===== src/rtl/bscan_consts.svh =====
// Constants for the boundary-scan test port and its configuration interlock.
// Assumes inclusion by the port module and the testbench by bare name.
`ifndef BSCAN_CONSTS_SVH
`define BSCAN_CONSTS_SVH
`define IR_LEN 10
`define IR_CAPTURE 10'h2AA
`define IR_EXTEST 10'h00F
`define IR_SAMPLE 10'h005
`define IR_BYPASS 10'h3FF
`define IR_IDCODE 10'h006
`define IR_USERCODE 10'h007
`define IR_CLAMP 10'h00A
`define IR_HIGHZ 10'h00B
`define IR_CONFIG_IO 10'h00D
`define IR_PULSE_CFG 10'h001
// The identification value is arbitrary and names no real part.
`define ID_CODE 32'h1234_5001
`define USER_DEFAULT 32'hFFFF_FFFF
`endif


===== src/rtl/bscan_pkg.sv =====
// Types for the boundary-scan test port.
// Assumes the constants header defines the instruction codes.
package bscan_pkg;
	typedef enum logic [3:0] {
		TL_RESET = 4'h0, IDLE = 4'h1, SEL_DR = 4'h2, CAP_DR = 4'h3,
		SH_DR = 4'h4, EX1_DR = 4'h5, PAU_DR = 4'h6, EX2_DR = 4'h7,
		UPD_DR = 4'h8, SEL_IR = 4'h9, CAP_IR = 4'hA, SH_IR = 4'hB,
		EX1_IR = 4'hC, PAU_IR = 4'hD, EX2_IR = 4'hE, UPD_IR = 4'hF
	} tap_state_t;
endpackage : bscan_pkg


===== src/rtl/sync2.sv =====
// Two-flop synchroniser for one level from outside the clock domain.
// Assumes the input is a pin; only the second flop is read.
`timescale 1ns/10ps
module sync2 (
	input wire logic clk_sys_i,
	input wire logic rstn_i,
	input wire logic d_i,
	output logic q_o
);
	typedef struct packed {
		logic meta;
		logic q;
	} sync_st_t;
	sync_st_t st_reg, st_next;
	always_comb begin
		st_next.meta = d_i;
		st_next.q = st_reg.meta;
	end
	always_ff @(posedge clk_sys_i or negedge rstn_i) begin
		if (!rstn_i) begin
			st_reg <= '0;
		end else begin
			st_reg <= st_next;
		end
	end
	assign q_o = st_reg.q;
endmodule : sync2


===== src/rtl/bscan_port.sv =====
// Boundary-scan test access port with configuration interlock.
// Assumes test pins are asynchronous and sampled by clk_sys_i at 10 MHz.
`timescale 1ns/10ps
`include "bscan_consts.svh"
module bscan_port #(
	parameter int NPINS = 4,
	parameter logic [NPINS-1:0] DIFF_MASK = 4'h3
) (
	// System.
	input wire logic clk_sys_i,
	input wire logic rstn_i,
	// Test pins.
	input wire logic tck_i,
	input wire logic tms_i,
	input wire logic tdi_i,
	output logic tdo_o,
	output logic tdo_oe_o,
	// Configuration engine.
	input wire logic cfg_busy_i,
	input wire logic cfg_done_i,
	input wire logic [31:0] usercode_i,
	output logic cfg_abort_o,
	output logic cfg_restart_o,
	// Device pins.
	input wire logic [NPINS-1:0] core_out_i,
	input wire logic [NPINS-1:0] core_oe_i,
	input wire logic [NPINS-1:0] pin_in_i,
	output logic [NPINS-1:0] pin_out_o,
	output logic [NPINS-1:0] pin_oe_o
);
	// ----------------------------------------------------------------
	// State
	// ----------------------------------------------------------------
	localparam int BSR = 2 * NPINS;
	typedef struct packed {
		bscan_pkg::tap_state_t tap;
		logic tck_d;
		logic [`IR_LEN-1:0] ir_sh;
		logic [`IR_LEN-1:0] ir;
		logic [31:0] id_sh;
		logic byp;
		logic [BSR-1:0] bs_sh;
		logic [BSR-1:0] bs_up;
		logic cfg_held;
		logic tdo;
		logic tdo_oe;
		logic abort;
		logic restart;
		logic [NPINS-1:0] pout;
		logic [NPINS-1:0] poe;
	} port_st_t;
	port_st_t st_reg, st_next;
	logic tck_s, tms_s, tdi_s;
	sync2 u_tck (.clk_sys_i(clk_sys_i), .rstn_i(rstn_i), .d_i(tck_i),
		.q_o(tck_s));
	sync2 u_tms (.clk_sys_i(clk_sys_i), .rstn_i(rstn_i), .d_i(tms_i),
		.q_o(tms_s));
	sync2 u_tdi (.clk_sys_i(clk_sys_i), .rstn_i(rstn_i), .d_i(tdi_i),
		.q_o(tdi_s));
	// Pin levels come from the board, so they are synchronised too.
	logic [NPINS-1:0] pin_in_s;
	for (genvar g = 0; g < NPINS; g++) begin : g_pin_sync
		sync2 u_pin (.clk_sys_i(clk_sys_i), .rstn_i(rstn_i),
			.d_i(pin_in_i[g]), .q_o(pin_in_s[g]));
	end
	// ----------------------------------------------------------------
	// Next state
	// ----------------------------------------------------------------
	logic rise, fall, ext_mode, safe_ir, held_now;
	logic [`IR_LEN-1:0] ir_eff;
	logic [BSR-1:0] cap_v;
	always_comb begin
		st_next = st_reg;
		rise = tck_s && !st_reg.tck_d;
		fall = !tck_s && st_reg.tck_d;
		st_next.tck_d = tck_s;
		st_next.abort = 1'b0;
		st_next.restart = 1'b0;
		// External test is refused while configuration runs unaborted.
		held_now = st_reg.cfg_held;
		safe_ir = (st_reg.ir == `IR_BYPASS) || (st_reg.ir == `IR_IDCODE)
			|| (st_reg.ir == `IR_SAMPLE);
		ir_eff = (cfg_busy_i && !held_now && !safe_ir) ? `IR_BYPASS
			: st_reg.ir;
		ext_mode = (ir_eff == `IR_EXTEST);
		cap_v = {core_oe_i, pin_in_s};
		if (rise) begin
			case (st_reg.tap)
			bscan_pkg::TL_RESET: st_next.tap = tms_s ? bscan_pkg::TL_RESET
				: bscan_pkg::IDLE;
			bscan_pkg::IDLE: st_next.tap = tms_s ? bscan_pkg::SEL_DR
				: bscan_pkg::IDLE;
			bscan_pkg::SEL_DR: st_next.tap = tms_s ? bscan_pkg::SEL_IR
				: bscan_pkg::CAP_DR;
			bscan_pkg::CAP_DR: st_next.tap = tms_s ? bscan_pkg::EX1_DR
				: bscan_pkg::SH_DR;
			bscan_pkg::SH_DR: st_next.tap = tms_s ? bscan_pkg::EX1_DR
				: bscan_pkg::SH_DR;
			bscan_pkg::EX1_DR: st_next.tap = tms_s ? bscan_pkg::UPD_DR
				: bscan_pkg::PAU_DR;
			bscan_pkg::PAU_DR: st_next.tap = tms_s ? bscan_pkg::EX2_DR
				: bscan_pkg::PAU_DR;
			bscan_pkg::EX2_DR: st_next.tap = tms_s ? bscan_pkg::UPD_DR
				: bscan_pkg::SH_DR;
			bscan_pkg::UPD_DR: st_next.tap = tms_s ? bscan_pkg::SEL_DR
				: bscan_pkg::IDLE;
			bscan_pkg::SEL_IR: st_next.tap = tms_s ? bscan_pkg::TL_RESET
				: bscan_pkg::CAP_IR;
			bscan_pkg::CAP_IR: st_next.tap = tms_s ? bscan_pkg::EX1_IR
				: bscan_pkg::SH_IR;
			bscan_pkg::SH_IR: st_next.tap = tms_s ? bscan_pkg::EX1_IR
				: bscan_pkg::SH_IR;
			bscan_pkg::EX1_IR: st_next.tap = tms_s ? bscan_pkg::UPD_IR
				: bscan_pkg::PAU_IR;
			bscan_pkg::PAU_IR: st_next.tap = tms_s ? bscan_pkg::EX2_IR
				: bscan_pkg::PAU_IR;
			bscan_pkg::EX2_IR: st_next.tap = tms_s ? bscan_pkg::UPD_IR
				: bscan_pkg::SH_IR;
			default: st_next.tap = tms_s ? bscan_pkg::SEL_DR
				: bscan_pkg::IDLE;
			endcase
			case (st_reg.tap)
			bscan_pkg::CAP_IR: st_next.ir_sh = `IR_CAPTURE;
			bscan_pkg::SH_IR: st_next.ir_sh = {tdi_s,
				st_reg.ir_sh[`IR_LEN-1:1]};
			bscan_pkg::CAP_DR: begin
				st_next.byp = 1'b0;
				st_next.id_sh = (ir_eff == `IR_USERCODE)
					? (cfg_done_i ? usercode_i : `USER_DEFAULT)
					: `ID_CODE;
				if ((ir_eff == `IR_SAMPLE) || ext_mode) begin
					st_next.bs_sh = cap_v;
				end
			end
			bscan_pkg::SH_DR: begin
				st_next.byp = tdi_s;
				st_next.id_sh = {tdi_s, st_reg.id_sh[31:1]};
				if ((ir_eff == `IR_SAMPLE) || ext_mode) begin
					st_next.bs_sh = {tdi_s, st_reg.bs_sh[BSR-1:1]};
				end
			end
			bscan_pkg::UPD_DR: begin
				if ((ir_eff == `IR_SAMPLE) || ext_mode) begin
					st_next.bs_up = st_reg.bs_sh;
				end
			end
			bscan_pkg::UPD_IR: begin
				st_next.ir = st_reg.ir_sh;
				if (st_reg.ir_sh == `IR_CONFIG_IO) begin
					st_next.abort = cfg_busy_i;
					st_next.cfg_held = 1'b1;
				end
				if (st_reg.ir_sh == `IR_PULSE_CFG) begin
					st_next.restart = 1'b1;
					st_next.cfg_held = 1'b0;
				end
			end
			default: st_next.ir = st_reg.ir;
			endcase
			if (st_reg.tap == bscan_pkg::TL_RESET && tms_s) begin
				st_next.ir = `IR_IDCODE;
			end
		end
		if (fall) begin
			st_next.tdo_oe = (st_reg.tap == bscan_pkg::SH_IR)
				|| (st_reg.tap == bscan_pkg::SH_DR);
			if (st_reg.tap == bscan_pkg::SH_IR) begin
				st_next.tdo = st_reg.ir_sh[0];
			end else if (ir_eff == `IR_IDCODE || ir_eff == `IR_USERCODE) begin
				st_next.tdo = st_reg.id_sh[0];
			end else if (ir_eff == `IR_SAMPLE || ext_mode) begin
				st_next.tdo = st_reg.bs_sh[0];
			end else begin
				st_next.tdo = st_reg.byp;
			end
		end
		// Pin drive: enable cell zero means drive in external test.
		for (int i = 0; i < NPINS; i++) begin
			if (cfg_done_i && DIFF_MASK[i]) begin
				st_next.pout[i] = core_out_i[i];
				st_next.poe[i] = core_oe_i[i];
			end else if (ext_mode || ir_eff == `IR_CLAMP) begin
				st_next.pout[i] = st_reg.bs_up[i];
				st_next.poe[i] = !st_reg.bs_up[NPINS+i];
			end else if (ir_eff == `IR_HIGHZ) begin
				st_next.pout[i] = 1'b0;
				st_next.poe[i] = 1'b0;
			end else begin
				st_next.pout[i] = core_out_i[i];
				st_next.poe[i] = core_oe_i[i];
			end
		end
	end
	always_ff @(posedge clk_sys_i or negedge rstn_i) begin
		if (!rstn_i) begin
			st_reg <= '0;
			st_reg.ir <= `IR_IDCODE;
		end else begin
			st_reg <= st_next;
		end
	end
	assign tdo_o = st_reg.tdo;
	assign tdo_oe_o = st_reg.tdo_oe;
	assign cfg_abort_o = st_reg.abort;
	assign cfg_restart_o = st_reg.restart;
	assign pin_out_o = st_reg.pout;
	assign pin_oe_o = st_reg.poe;
	// ----------------------------------------------------------------
	// Checks
	// ----------------------------------------------------------------
	extest_drive_a: assert property (@(posedge clk_sys_i) disable iff (!rstn_i)
		(ext_mode && !cfg_done_i)
		|=> (pin_oe_o == ~$past(st_reg.bs_up[BSR-1:NPINS])))
		else $error("External test pin enable wrong.");
	busy_block_a: assert property (@(posedge clk_sys_i) disable iff (!rstn_i)
		(cfg_busy_i && !st_reg.cfg_held)
		|=> (pin_out_o == $past(core_out_i) && pin_oe_o == $past(core_oe_i)))
		else $error("External test active during configuration.");
	abort_pulse_a: assert property (@(posedge clk_sys_i) disable iff (!rstn_i)
		cfg_abort_o |=> !cfg_abort_o)
		else $error("Abort pulse longer than one cycle.");
	restart_load_a: assert property (@(posedge clk_sys_i) disable iff (!rstn_i)
		cfg_restart_o |-> st_reg.ir == `IR_PULSE_CFG)
		else $error("Restart without pulse instruction.");
	ir_capture_a: assert property (@(posedge clk_sys_i) disable iff (!rstn_i)
		(rise && st_reg.tap == bscan_pkg::CAP_IR) |=> st_reg.ir_sh == `IR_CAPTURE)
		else $error("Capture pattern not loaded.");
	tap_reset_a: assert property (@(posedge clk_sys_i) disable iff (!rstn_i)
		(rise && tms_s && st_reg.tap == bscan_pkg::SEL_IR)
		|=> st_reg.tap == bscan_pkg::TL_RESET)
		else $error("Select-IR with mode high missed reset.");
	diff_internal_a: assert property (@(posedge clk_sys_i) disable iff (!rstn_i)
		(cfg_done_i && DIFF_MASK[0]) |=> pin_oe_o[0] == $past(core_oe_i[0]))
		else $error("Differential pin under scan control.");
	safe_pass_a: assert property (@(posedge clk_sys_i) disable iff (!rstn_i)
		(cfg_busy_i && st_reg.ir == `IR_IDCODE && fall
		&& st_reg.tap == bscan_pkg::SH_DR) |=> tdo_o == $past(st_reg.id_sh[0]))
		else $error("Identification blocked during configuration.");
endmodule : bscan_port


===== config.mk =====
export PLATFORM = sky130hd
export DESIGN_NAME = bscan_port
export DESIGN_NICKNAME = d
export VERILOG_FILES = /design/src/rtl/bscan_pkg.sv /design/src/rtl/sync2.sv /design/src/rtl/bscan_port.sv
export VERILOG_INCLUDE_DIRS = /design/src /design/src/rtl
export SDC_FILE = /design/constraint.sdc
export NUM_CORES = 1
export LEC_CHECK = 0
export ABC_AREA = 1
export ABC_CLOCK_PERIOD_IN_PS = 2400
export BUFFER_PORTS_ARGS = -buffer_cell sky130_fd_sc_hd__buf_4
export CORE_UTILIZATION = 50
export CTS_CLUSTER_DIAMETER = 40
export DETAILED_ROUTE_END_ITERATION = 16
export GPL_TIMING_DRIVEN = 0
export PLACE_DENSITY = 0.73
export SETUP_SLACK_MARGIN = 0.15
export SLEW_MARGIN = 5
export SYNTH_ARGS = -nofsm -noshare
export SYNTH_HDL_FRONTEND = slang
export SYNTH_SLANG_ARGS = --single-unit

===== constraint.sdc =====
create_clock -name clk_sys_i -period 2.4 [get_ports clk_sys_i]
set_input_delay 0.12 -clock clk_sys_i [delete_from_list [all_inputs] [get_ports clk_sys_i]]
set_output_delay 0.12 -clock clk_sys_i [all_outputs]
set_load 0.02 [all_outputs]

==> results of run 1 <==
## metrics by stage
stage | hold slack (ps) | cells | area [sq um] | total power (W) | util
after CTS | 6.129 | 791 | 5917 | 0.005245 | 0.6373
after detailed placement | 230.6 | 749 | 5441 | 0.004078 | 0.5861
after global routing | 3.357 | 793 | 5958 | 0.005601 | 0.6418
after global placement | 229.9 | 749 | 5441 | 0.004017 | 0.5861
after floorplan | -175.6 | 558 | 4815 | 0.003602 | -
final | 7.901 | 793 | 5958 | 0.005250 | 0.6418
## cell families after synthesis
group / after synthesis / share of synthesized area
flip-flops: 101 / 0.5255
buffers and inverters: 90 / 0.08888
AO/OA/AOI/OAI: 164 / 0.1897
AND/OR/NAND/NOR: 203 / 0.1959
## routing by layer
metal | track usage | routed length [microns] | vias to the layer above
met5 | 0 | 0 | -
met4 | 0.1003 | 214 | 0
met3 | 0.03134 | 529 | 17
met2 | 0.3851 | 5311 | 128
met1 | 0.3222 | 5021 | 1964
li1 | - | - | 2046
## worst min-delay path, stage by stage
cell and delay, ps:
buf_4 90, nor3_1 40, o22ai_1 90
## power breakdown
group	switching (W)	internal [W]	leakage [nW]
Combinational	0.00102	0.000644	1.45
Clock	0.000718	0.000427	0.106
Sequential	0.000277	0.00217	1.24
Total	0.00201	0.00324	2.80
## cells in the mapped netlist (2+ instances only)
master / number / area [sq um]
dfrtp_1: 99 / 2477
nand2_1: 91 / 341.6
o21ai_0: 71 / 355.3
nor2_1: 57 / 214.0
inv_1: 52 / 195.2
a21oi_1: 45 / 225.2
o21ai_1: 18 / 90.09
nand3_1: 17 / 85.08
buf_4: 11 / 82.58
nand2_2: 10 / 62.56
buf_2: 9 / 45.04
nor3_1: 8 / 40.04
o21ai_2: 8 / 70.07
o22ai_1: 7 / 43.79
clkbuf_1: 6 / 22.52
inv_2: 6 / 22.52
nand4_1: 6 / 37.54
buf_6: 5 / 56.30
a22oi_1: 4 / 30.03
a31oi_1: 4 / 25.02
nor4_1: 4 / 25.02
nor2_4: 3 / 33.78
dfstp_2: 2 / 52.55
nand2_4: 2 / 22.52
nand3_4: 2 / 35.03
o21ai_4: 2 / 32.53
o31ai_1: 2 / 15.01
## layout make-up
type / count / area [sq um] / area share
Buffer: 31 / 206.4 / 0.03465
Clock buffer: 9 / 123.9 / 0.02079
Clock inverter: 7 / 91.34 / 0.01533
Inverter: 59 / 221.5 / 0.03717
Multi-Input combinational cell: 367 / 1857 / 0.3116
Sequential cell: 101 / 2530 / 0.4246
Tap cell: 129 / 161.4 / 0.02709
Timing Repair Buffer: 90 / 767.0 / 0.1287
## path summary, 6_finish.rpt
check | from | end | slack, ps | cells past startpoint
max | st_reg[64] | st_reg[58] | 600 | 9
min | usercode_i[0] | st_reg[30] | 8 | 3
max reg2reg | st_reg[64] | st_reg[58] | 600 | 9
min reg2reg | g_pin_sync[0].u_pin.st_next[0] | g_pin_sync[0].u_pin.q_o | 360 | 0
max in group asynchronous | rstn_i | u_tdi.q_o | 1680 | 3
min in group asynchronous | rstn_i | st_reg[71] | 70 | 2
## repair_timing
item                                   CTS  global route
hold buffers                            26             1
resized for setup                        0             0
endpoints found under the hold margin   22            99
buffers inserted                         0             0
==> results.md, run 1 <==
* Clock root buffer: clkbuf_8
* Clock Latency Late Sink at 390 ps
* Number of nets produced by synthesis at 609
* Unrepaired setup endpoints after global routing: no
* Slack of the critical path at 598.7 ps
* Pin slew with the least headroom to its limit at 516.6 ps
* Highest-delay cell along the critical path: dfstp_2
* Syn avg cell area at 8.628 sq um
* Hold violation count in the final report at 0
* Worst-case vdd ir drop at 0.4147 mV
* Die Outline Area at 0.01003 sq mm
* Number of levels the H-tree was split into at 3
* Synthesized cell area at 0.004815 sq mm
* Most instantiated flip-flop cell in the synthesis netlist: dfrtp_1
* DR DRC count at 0
* Clock buffer count from CTS at 9
* Wire length of the first global-routing pass at 18570 microns
* Outcome: finished clean
* Power per unit of standard cell area at 881.1 mW/mm^2
* Part of the cycle the worst path needs at 0.7506
* Number of vias per cell at 5.240
* Layout overhead on the synthesized area at 23.75%
* Min cycle time layout at 1801 ps
* Crit-path max cell delay at 580 ps
* Final Net Count at 710
* Class of the tightest hold or removal check: in -> reg
* Clock-pin slew on the worst setup and hold paths at 110 ps
* Last weighted congestion value of the routability-driven placer at 0.8539
* Critical-path maximum fanout at 9
* Number of global-route vias before repair at 4053
* Count of unique library cells instantiated by Yosys at 34
* Fraction of the yosys area taken by sequential cells at 0.5255
* Count of inserted antenna diode cells at 0
* Floorplan row count at 35
* Arrival time at the worst endpoint at 2070 ps
* Total routed wirelength at 11080 microns
* Startpoint kind of the worst setup timing path: flip-flop
* Cells along the critical path: nand2_2 -> nor2_4 -> nand2_2 -> nor2_1 -> nand2_1 -> nor2_4 -> inv_2 -> nor3_1 -> o21ai_1
* Ports at 63
* Average wire per standard cell at 13.97 microns
* Critical path's top delay family: simple AND/OR/NAND/NOR gates
* Max reg flops at 74
* Total congestion overflow after global routing at 0
* Detailed router's first-iteration violation count at 251
* Clock tree from TritonCTS: built
* Commonest cells after routing, fill and taps aside: dfrtp_1 (99), nand2_1 (91), buf_4 (72), o21ai_0 (71), nor2_1 (57)
* Post-synthesis async set-or-reset flop share at 1.000
* Final setup viols at 0
* Maximum clock insertion buffer count at 2
* Final Max Tran Viols at 0
* Static power due to leakage at 2.799 nW
* Sum Neg Setup Slack at 0 ps
* Max Fclk at 555.1 MHz
* Count of warnings emitted by yosys at 0
* Worst path required time at 2670 ps
* DR pass1 iterations at 4
* Total via count after detailed routing at 4155
* Final worst clock skew at 16.91 ps
* Category of the most critical setup path: reg -> reg
* Die Y at 100.1 microns
* Post-synthesis instance total at 558
* Number of port buffers at 62
* Register bit count reported by yosys at 101
* Number of antenna violations at the first check in global routing at 0
* Largest net degree at the start of global routing at 102
* Place WS at 593.3 ps
* Total clock sinks at 101
* Total of fill cells in the finished design at 826
* Max-slew headroom at 0.6520
* Number of max-capacitance violations reported at 0
* Placeable Area at 0.009284 sq mm
* Most common cell after layout, fill and taps aside: dfrtp_1
* Effective utilization at floorplan at 0.5186
* Buffers & Inverters on Critical Path at 1
* Layout cell share with drive strength beyond 1 at 0.2139
* Post-DP HPWL at 7534 microns
* GRT Total Usage at 0.2371
* Critical path capture point type: flip-flop
* EDFF count, synth at 0
* Die extent in x at 100.1 microns
* Antenna viol nets, final at 0
Note: power is estimated with default switching activity, not from simulation.
==> run 2: changes to the inputs <==
--- a/config.mk
+++ b/config.mk
@@ -7,13 +7,13 @@
 export NUM_CORES = 1
 export LEC_CHECK = 0
 export ABC_AREA = 1
-export ABC_CLOCK_PERIOD_IN_PS = 2400
+export ABC_CLOCK_PERIOD_IN_PS = 1600
 export BUFFER_PORTS_ARGS = -buffer_cell sky130_fd_sc_hd__buf_4
 export CORE_UTILIZATION = 50
 export CTS_CLUSTER_DIAMETER = 40
 export DETAILED_ROUTE_END_ITERATION = 16
 export GPL_TIMING_DRIVEN = 0
-export PLACE_DENSITY = 0.73
+export PLACE_DENSITY = 0.75
 export SETUP_SLACK_MARGIN = 0.15
 export SLEW_MARGIN = 5
 export SYNTH_ARGS = -nofsm -noshare
==> constraint.sdc (replaced) <==
create_clock -name clk_sys_i -period 1.6 [get_ports clk_sys_i]
set_input_delay 0.08 -clock clk_sys_i [delete_from_list [all_inputs] [get_ports clk_sys_i]]
set_output_delay 0.08 -clock clk_sys_i [all_outputs]
set_load 0.02 [all_outputs]
==> run 2 against run 1 <==
  * The flow now finishes with violations (hold timing, setup timing)
  * Worst setup slack lost 840 ps
  * Die area is the same
  * Non-clock buffer count grew 57
  * Critical path depth grew 1
  * Maximum frequency shrank 2.2%
  * Sequential cell count is the same
==> results.md, run 2 (synthesized netlist as in run 1, its figures left out) <==
* Post-DP HPWL at 7482 microns (-0.69%)
* Max reg flops at 74 (unchanged)
* Unrepaired setup endpoints after global routing: yes
* Final worst clock skew at 15.80 ps (-1.112 ps)
* Critical path capture point type: flip-flop
* Count of inserted antenna diode cells at 0 (unchanged)
* Launch instance of the worst min-delay path: usercode_i[11]
* Class of the tightest hold or removal check: in -> reg
* Detailed router's first-iteration violation count at 249 (-0.80%)
* Number of port buffers at 62 (unchanged)
* Total congestion overflow after global routing at 0 (unchanged)
* Layout cell share with drive strength beyond 1 at 0.4349 (+0.2210)
* Clock Latency Late Sink at 380 ps (about the same)
* Worst setup startpoint: st_reg[64]
* Total routed wirelength at 13730 microns (+24%)
* Place WS at -185.6 ps (-778.9 ps)
* Arrival time at the worst endpoint at 2110 ps (+40 ps)
* Clock buffer count from CTS at 9 (unchanged)
* Part of the cycle the worst path needs at 1.152 (+0.4010)
* Clock tree from TritonCTS: built
* Hold slack at -4.314 ps (-12.22 ps)
* Total of fill cells in the finished design at 595 (-28%)
* Average wire per standard cell at 16.14 microns (+16%)
* Final Max Tran Viols at 0 (unchanged)
* Outcome: finished, violations left
* Number of cells on the worst reg-to-reg path at 10 (+1)
* Commonest cells after routing, fill and taps aside: dfrtp_1 (97), buf_4 (95), nand2_1 (61), dlygate4sd3_1 (48), inv_1 (42)
* Final setup viols at 57 (+57)
* Launch instance of the worst register-to-register path: st_reg[64]
* Largest net degree at the start of global routing at 102 (unchanged)
* Startpoint kind of the worst setup timing path: flip-flop
* Ports at 63 (unchanged)
* Die Y at 100.1 microns (unchanged)
* Max Fclk at 542.7 MHz (-2.2%)
* Worst hold stages at 3 (unchanged)
* Static power due to leakage at 3.287 nW (+17%)
* Die Outline Area at 0.01003 sq mm (unchanged)
* Total clock sinks at 101 (unchanged)
* Min cycle time layout at 1843 ps (+41.20 ps)
* Worst-case vdd ir drop at 0.6705 mV (+62%)
* Number of vias per cell at 5.449 (+4.0%)
* Last weighted congestion value of the routability-driven placer at 0.8338 (-2.4%)
* Most common cell after layout, fill and taps aside: dfrtp_1
* Number of levels the H-tree was split into at 3 (unchanged)
* Worst path required time at 1870 ps (-800 ps)
* DR pass1 iterations at 4 (unchanged)
* Final Net Count at 768 (+8.2%)
* Placeable Area at 0.009284 sq mm (unchanged)
* DR DRC count at 0 (unchanged)
* Worst Hold Path EP: st_reg[41]
* Hold violation count in the final report at 1 (+1)
* Post-detailed-placement cell area at 0.005508 sq mm (+1.2%)
* Final Cell Area at 0.007262 sq mm (+22%)
* Wire length of the first global-routing pass at 20840 microns (+12%)
* Die extent in x at 100.1 microns (unchanged)
* Number of max-capacitance violations reported at 0 (unchanged)
* Worst r2r dst: st_reg[48]
* Worst R2R Setup Slack at -240 ps (-840 ps)
* Clock root buffer: clkbuf_8
* Layout overhead on the synthesized area at 50.83%
* Category of the most critical setup path: reg -> reg
* Critical-path maximum fanout at 4 (-5)
* Power per unit of standard cell area at 1278 mW/mm^2 (+45%)
* Max-slew headroom at 0.7325 (+0.08056)
* Violated checks: hold timing, setup timing
* Floorplan row count at 35 (unchanged)
* Effective utilization at floorplan at 0.5186 (unchanged)
* Number of global-route vias before repair at 4423 (+9.1%)
* Maximum clock insertion buffer count at 2 (unchanged)
* Pin slew with the least headroom to its limit at 401.2 ps (-115.4 ps)
* Number of antenna violations at the first check in global routing at 0 (unchanged)
* Total via count after detailed routing at 4637 (+12%)
* Clock-pin slew on the worst setup and hold paths at 100 ps (about the same)
* GRT Total Usage at 0.2672 (+0.03006)
* Slack of the critical path at -242.5 ps (-841.2 ps)
* Antenna viol nets, final at 0 (unchanged)
## run 2: how the worst max path moves through the flow
stage | slack, ps | to
2_1_floorplan | 40 | st_reg[20]
3_3_place_gp | -180 | st_reg[30]
3_5_place_dp | -190 | st_reg[51]
4_1_cts | -90 | st_reg[41]
5_1_grt | -290 | st_reg[48]
6_report | -240 | st_reg[48]
## run 2: timing repair
item	CTS	global route
resized for setup	93	144
setup buffers	16	16
setup endpoints to repair	83	79
hold endpoints to repair	39	103
pin swaps	22	46
gates cloned	4	1
hold buffers	43	5
## run 2: metrics by stage
| step | util | cells | hold slack (ps) | power, W | setup TNS [ps] |
|---|---|---|---|---|---|
| after CTS | 0.7096 | 828 | 0.3025 | 0.008350 | -2431 |
| after global routing | 0.7822 | 851 | 24.23 | 0.009786 | -11220 |
| after floorplan | - | 558 | -215.6 | 0.005432 | 0 |
| after global placement | 0.5933 | 749 | 189.1 | 0.006073 | -6016 |
| after detailed placement | 0.5933 | 749 | 190.4 | 0.006151 | -6953 |
| final | 0.7822 | 851 | -4.314 | 0.009279 | -7325 |
## run 2: per-layer routing
| metal | wire length [microns] | vias up | share of wire | track usage |
|---|---|---|---|---|
| met1 | 5556 | 2284 | 0.40 | 0.3455 |
| met2 | 7253 | 155 | 0.53 | 0.4594 |
| li1 | - | 2173 | - | - |
| met4 | 324 | 0 | 0.024 | 0.08807 |
| met3 | 599 | 25 | 0.044 | 0.04318 |
| met5 | 0 | - | 0 | 0 |
## run 2: critical path: stages (launching register included)
cell	delay (ps)
dfstp_2	620
nand2_4	70
nor2_4	130
nand2_4	80
nor2_4	110
nand2_4	80
nor2_4	120
buf_6	130
clkinvlp_4	140
nor3_4	180
o21ai_1	80
## run 2: power by group
group	leakage [nW]	switching, W	internal, W
combinational	1.94	0.00220	0.00156
sequential	1.24	0.000517	0.00326
clock	0.106	0.000983	0.000761
total	3.29	0.00370	0.00558
## run 2: layout make-up
class,instances,area (sq um),area share
buffer,31,270.3,0.03722
clock buffer,9,123.9,0.01706
clock inverter,7,90.09,0.01241
inverter,59,259.0,0.03567
multi-input combinational,367,2516,0.3465
sequential,101,2532,0.3487
tap,129,161.4,0.02223
timing repair buffer,147,1301,0.1792
timing repair inverter,1,7.507,0.001034
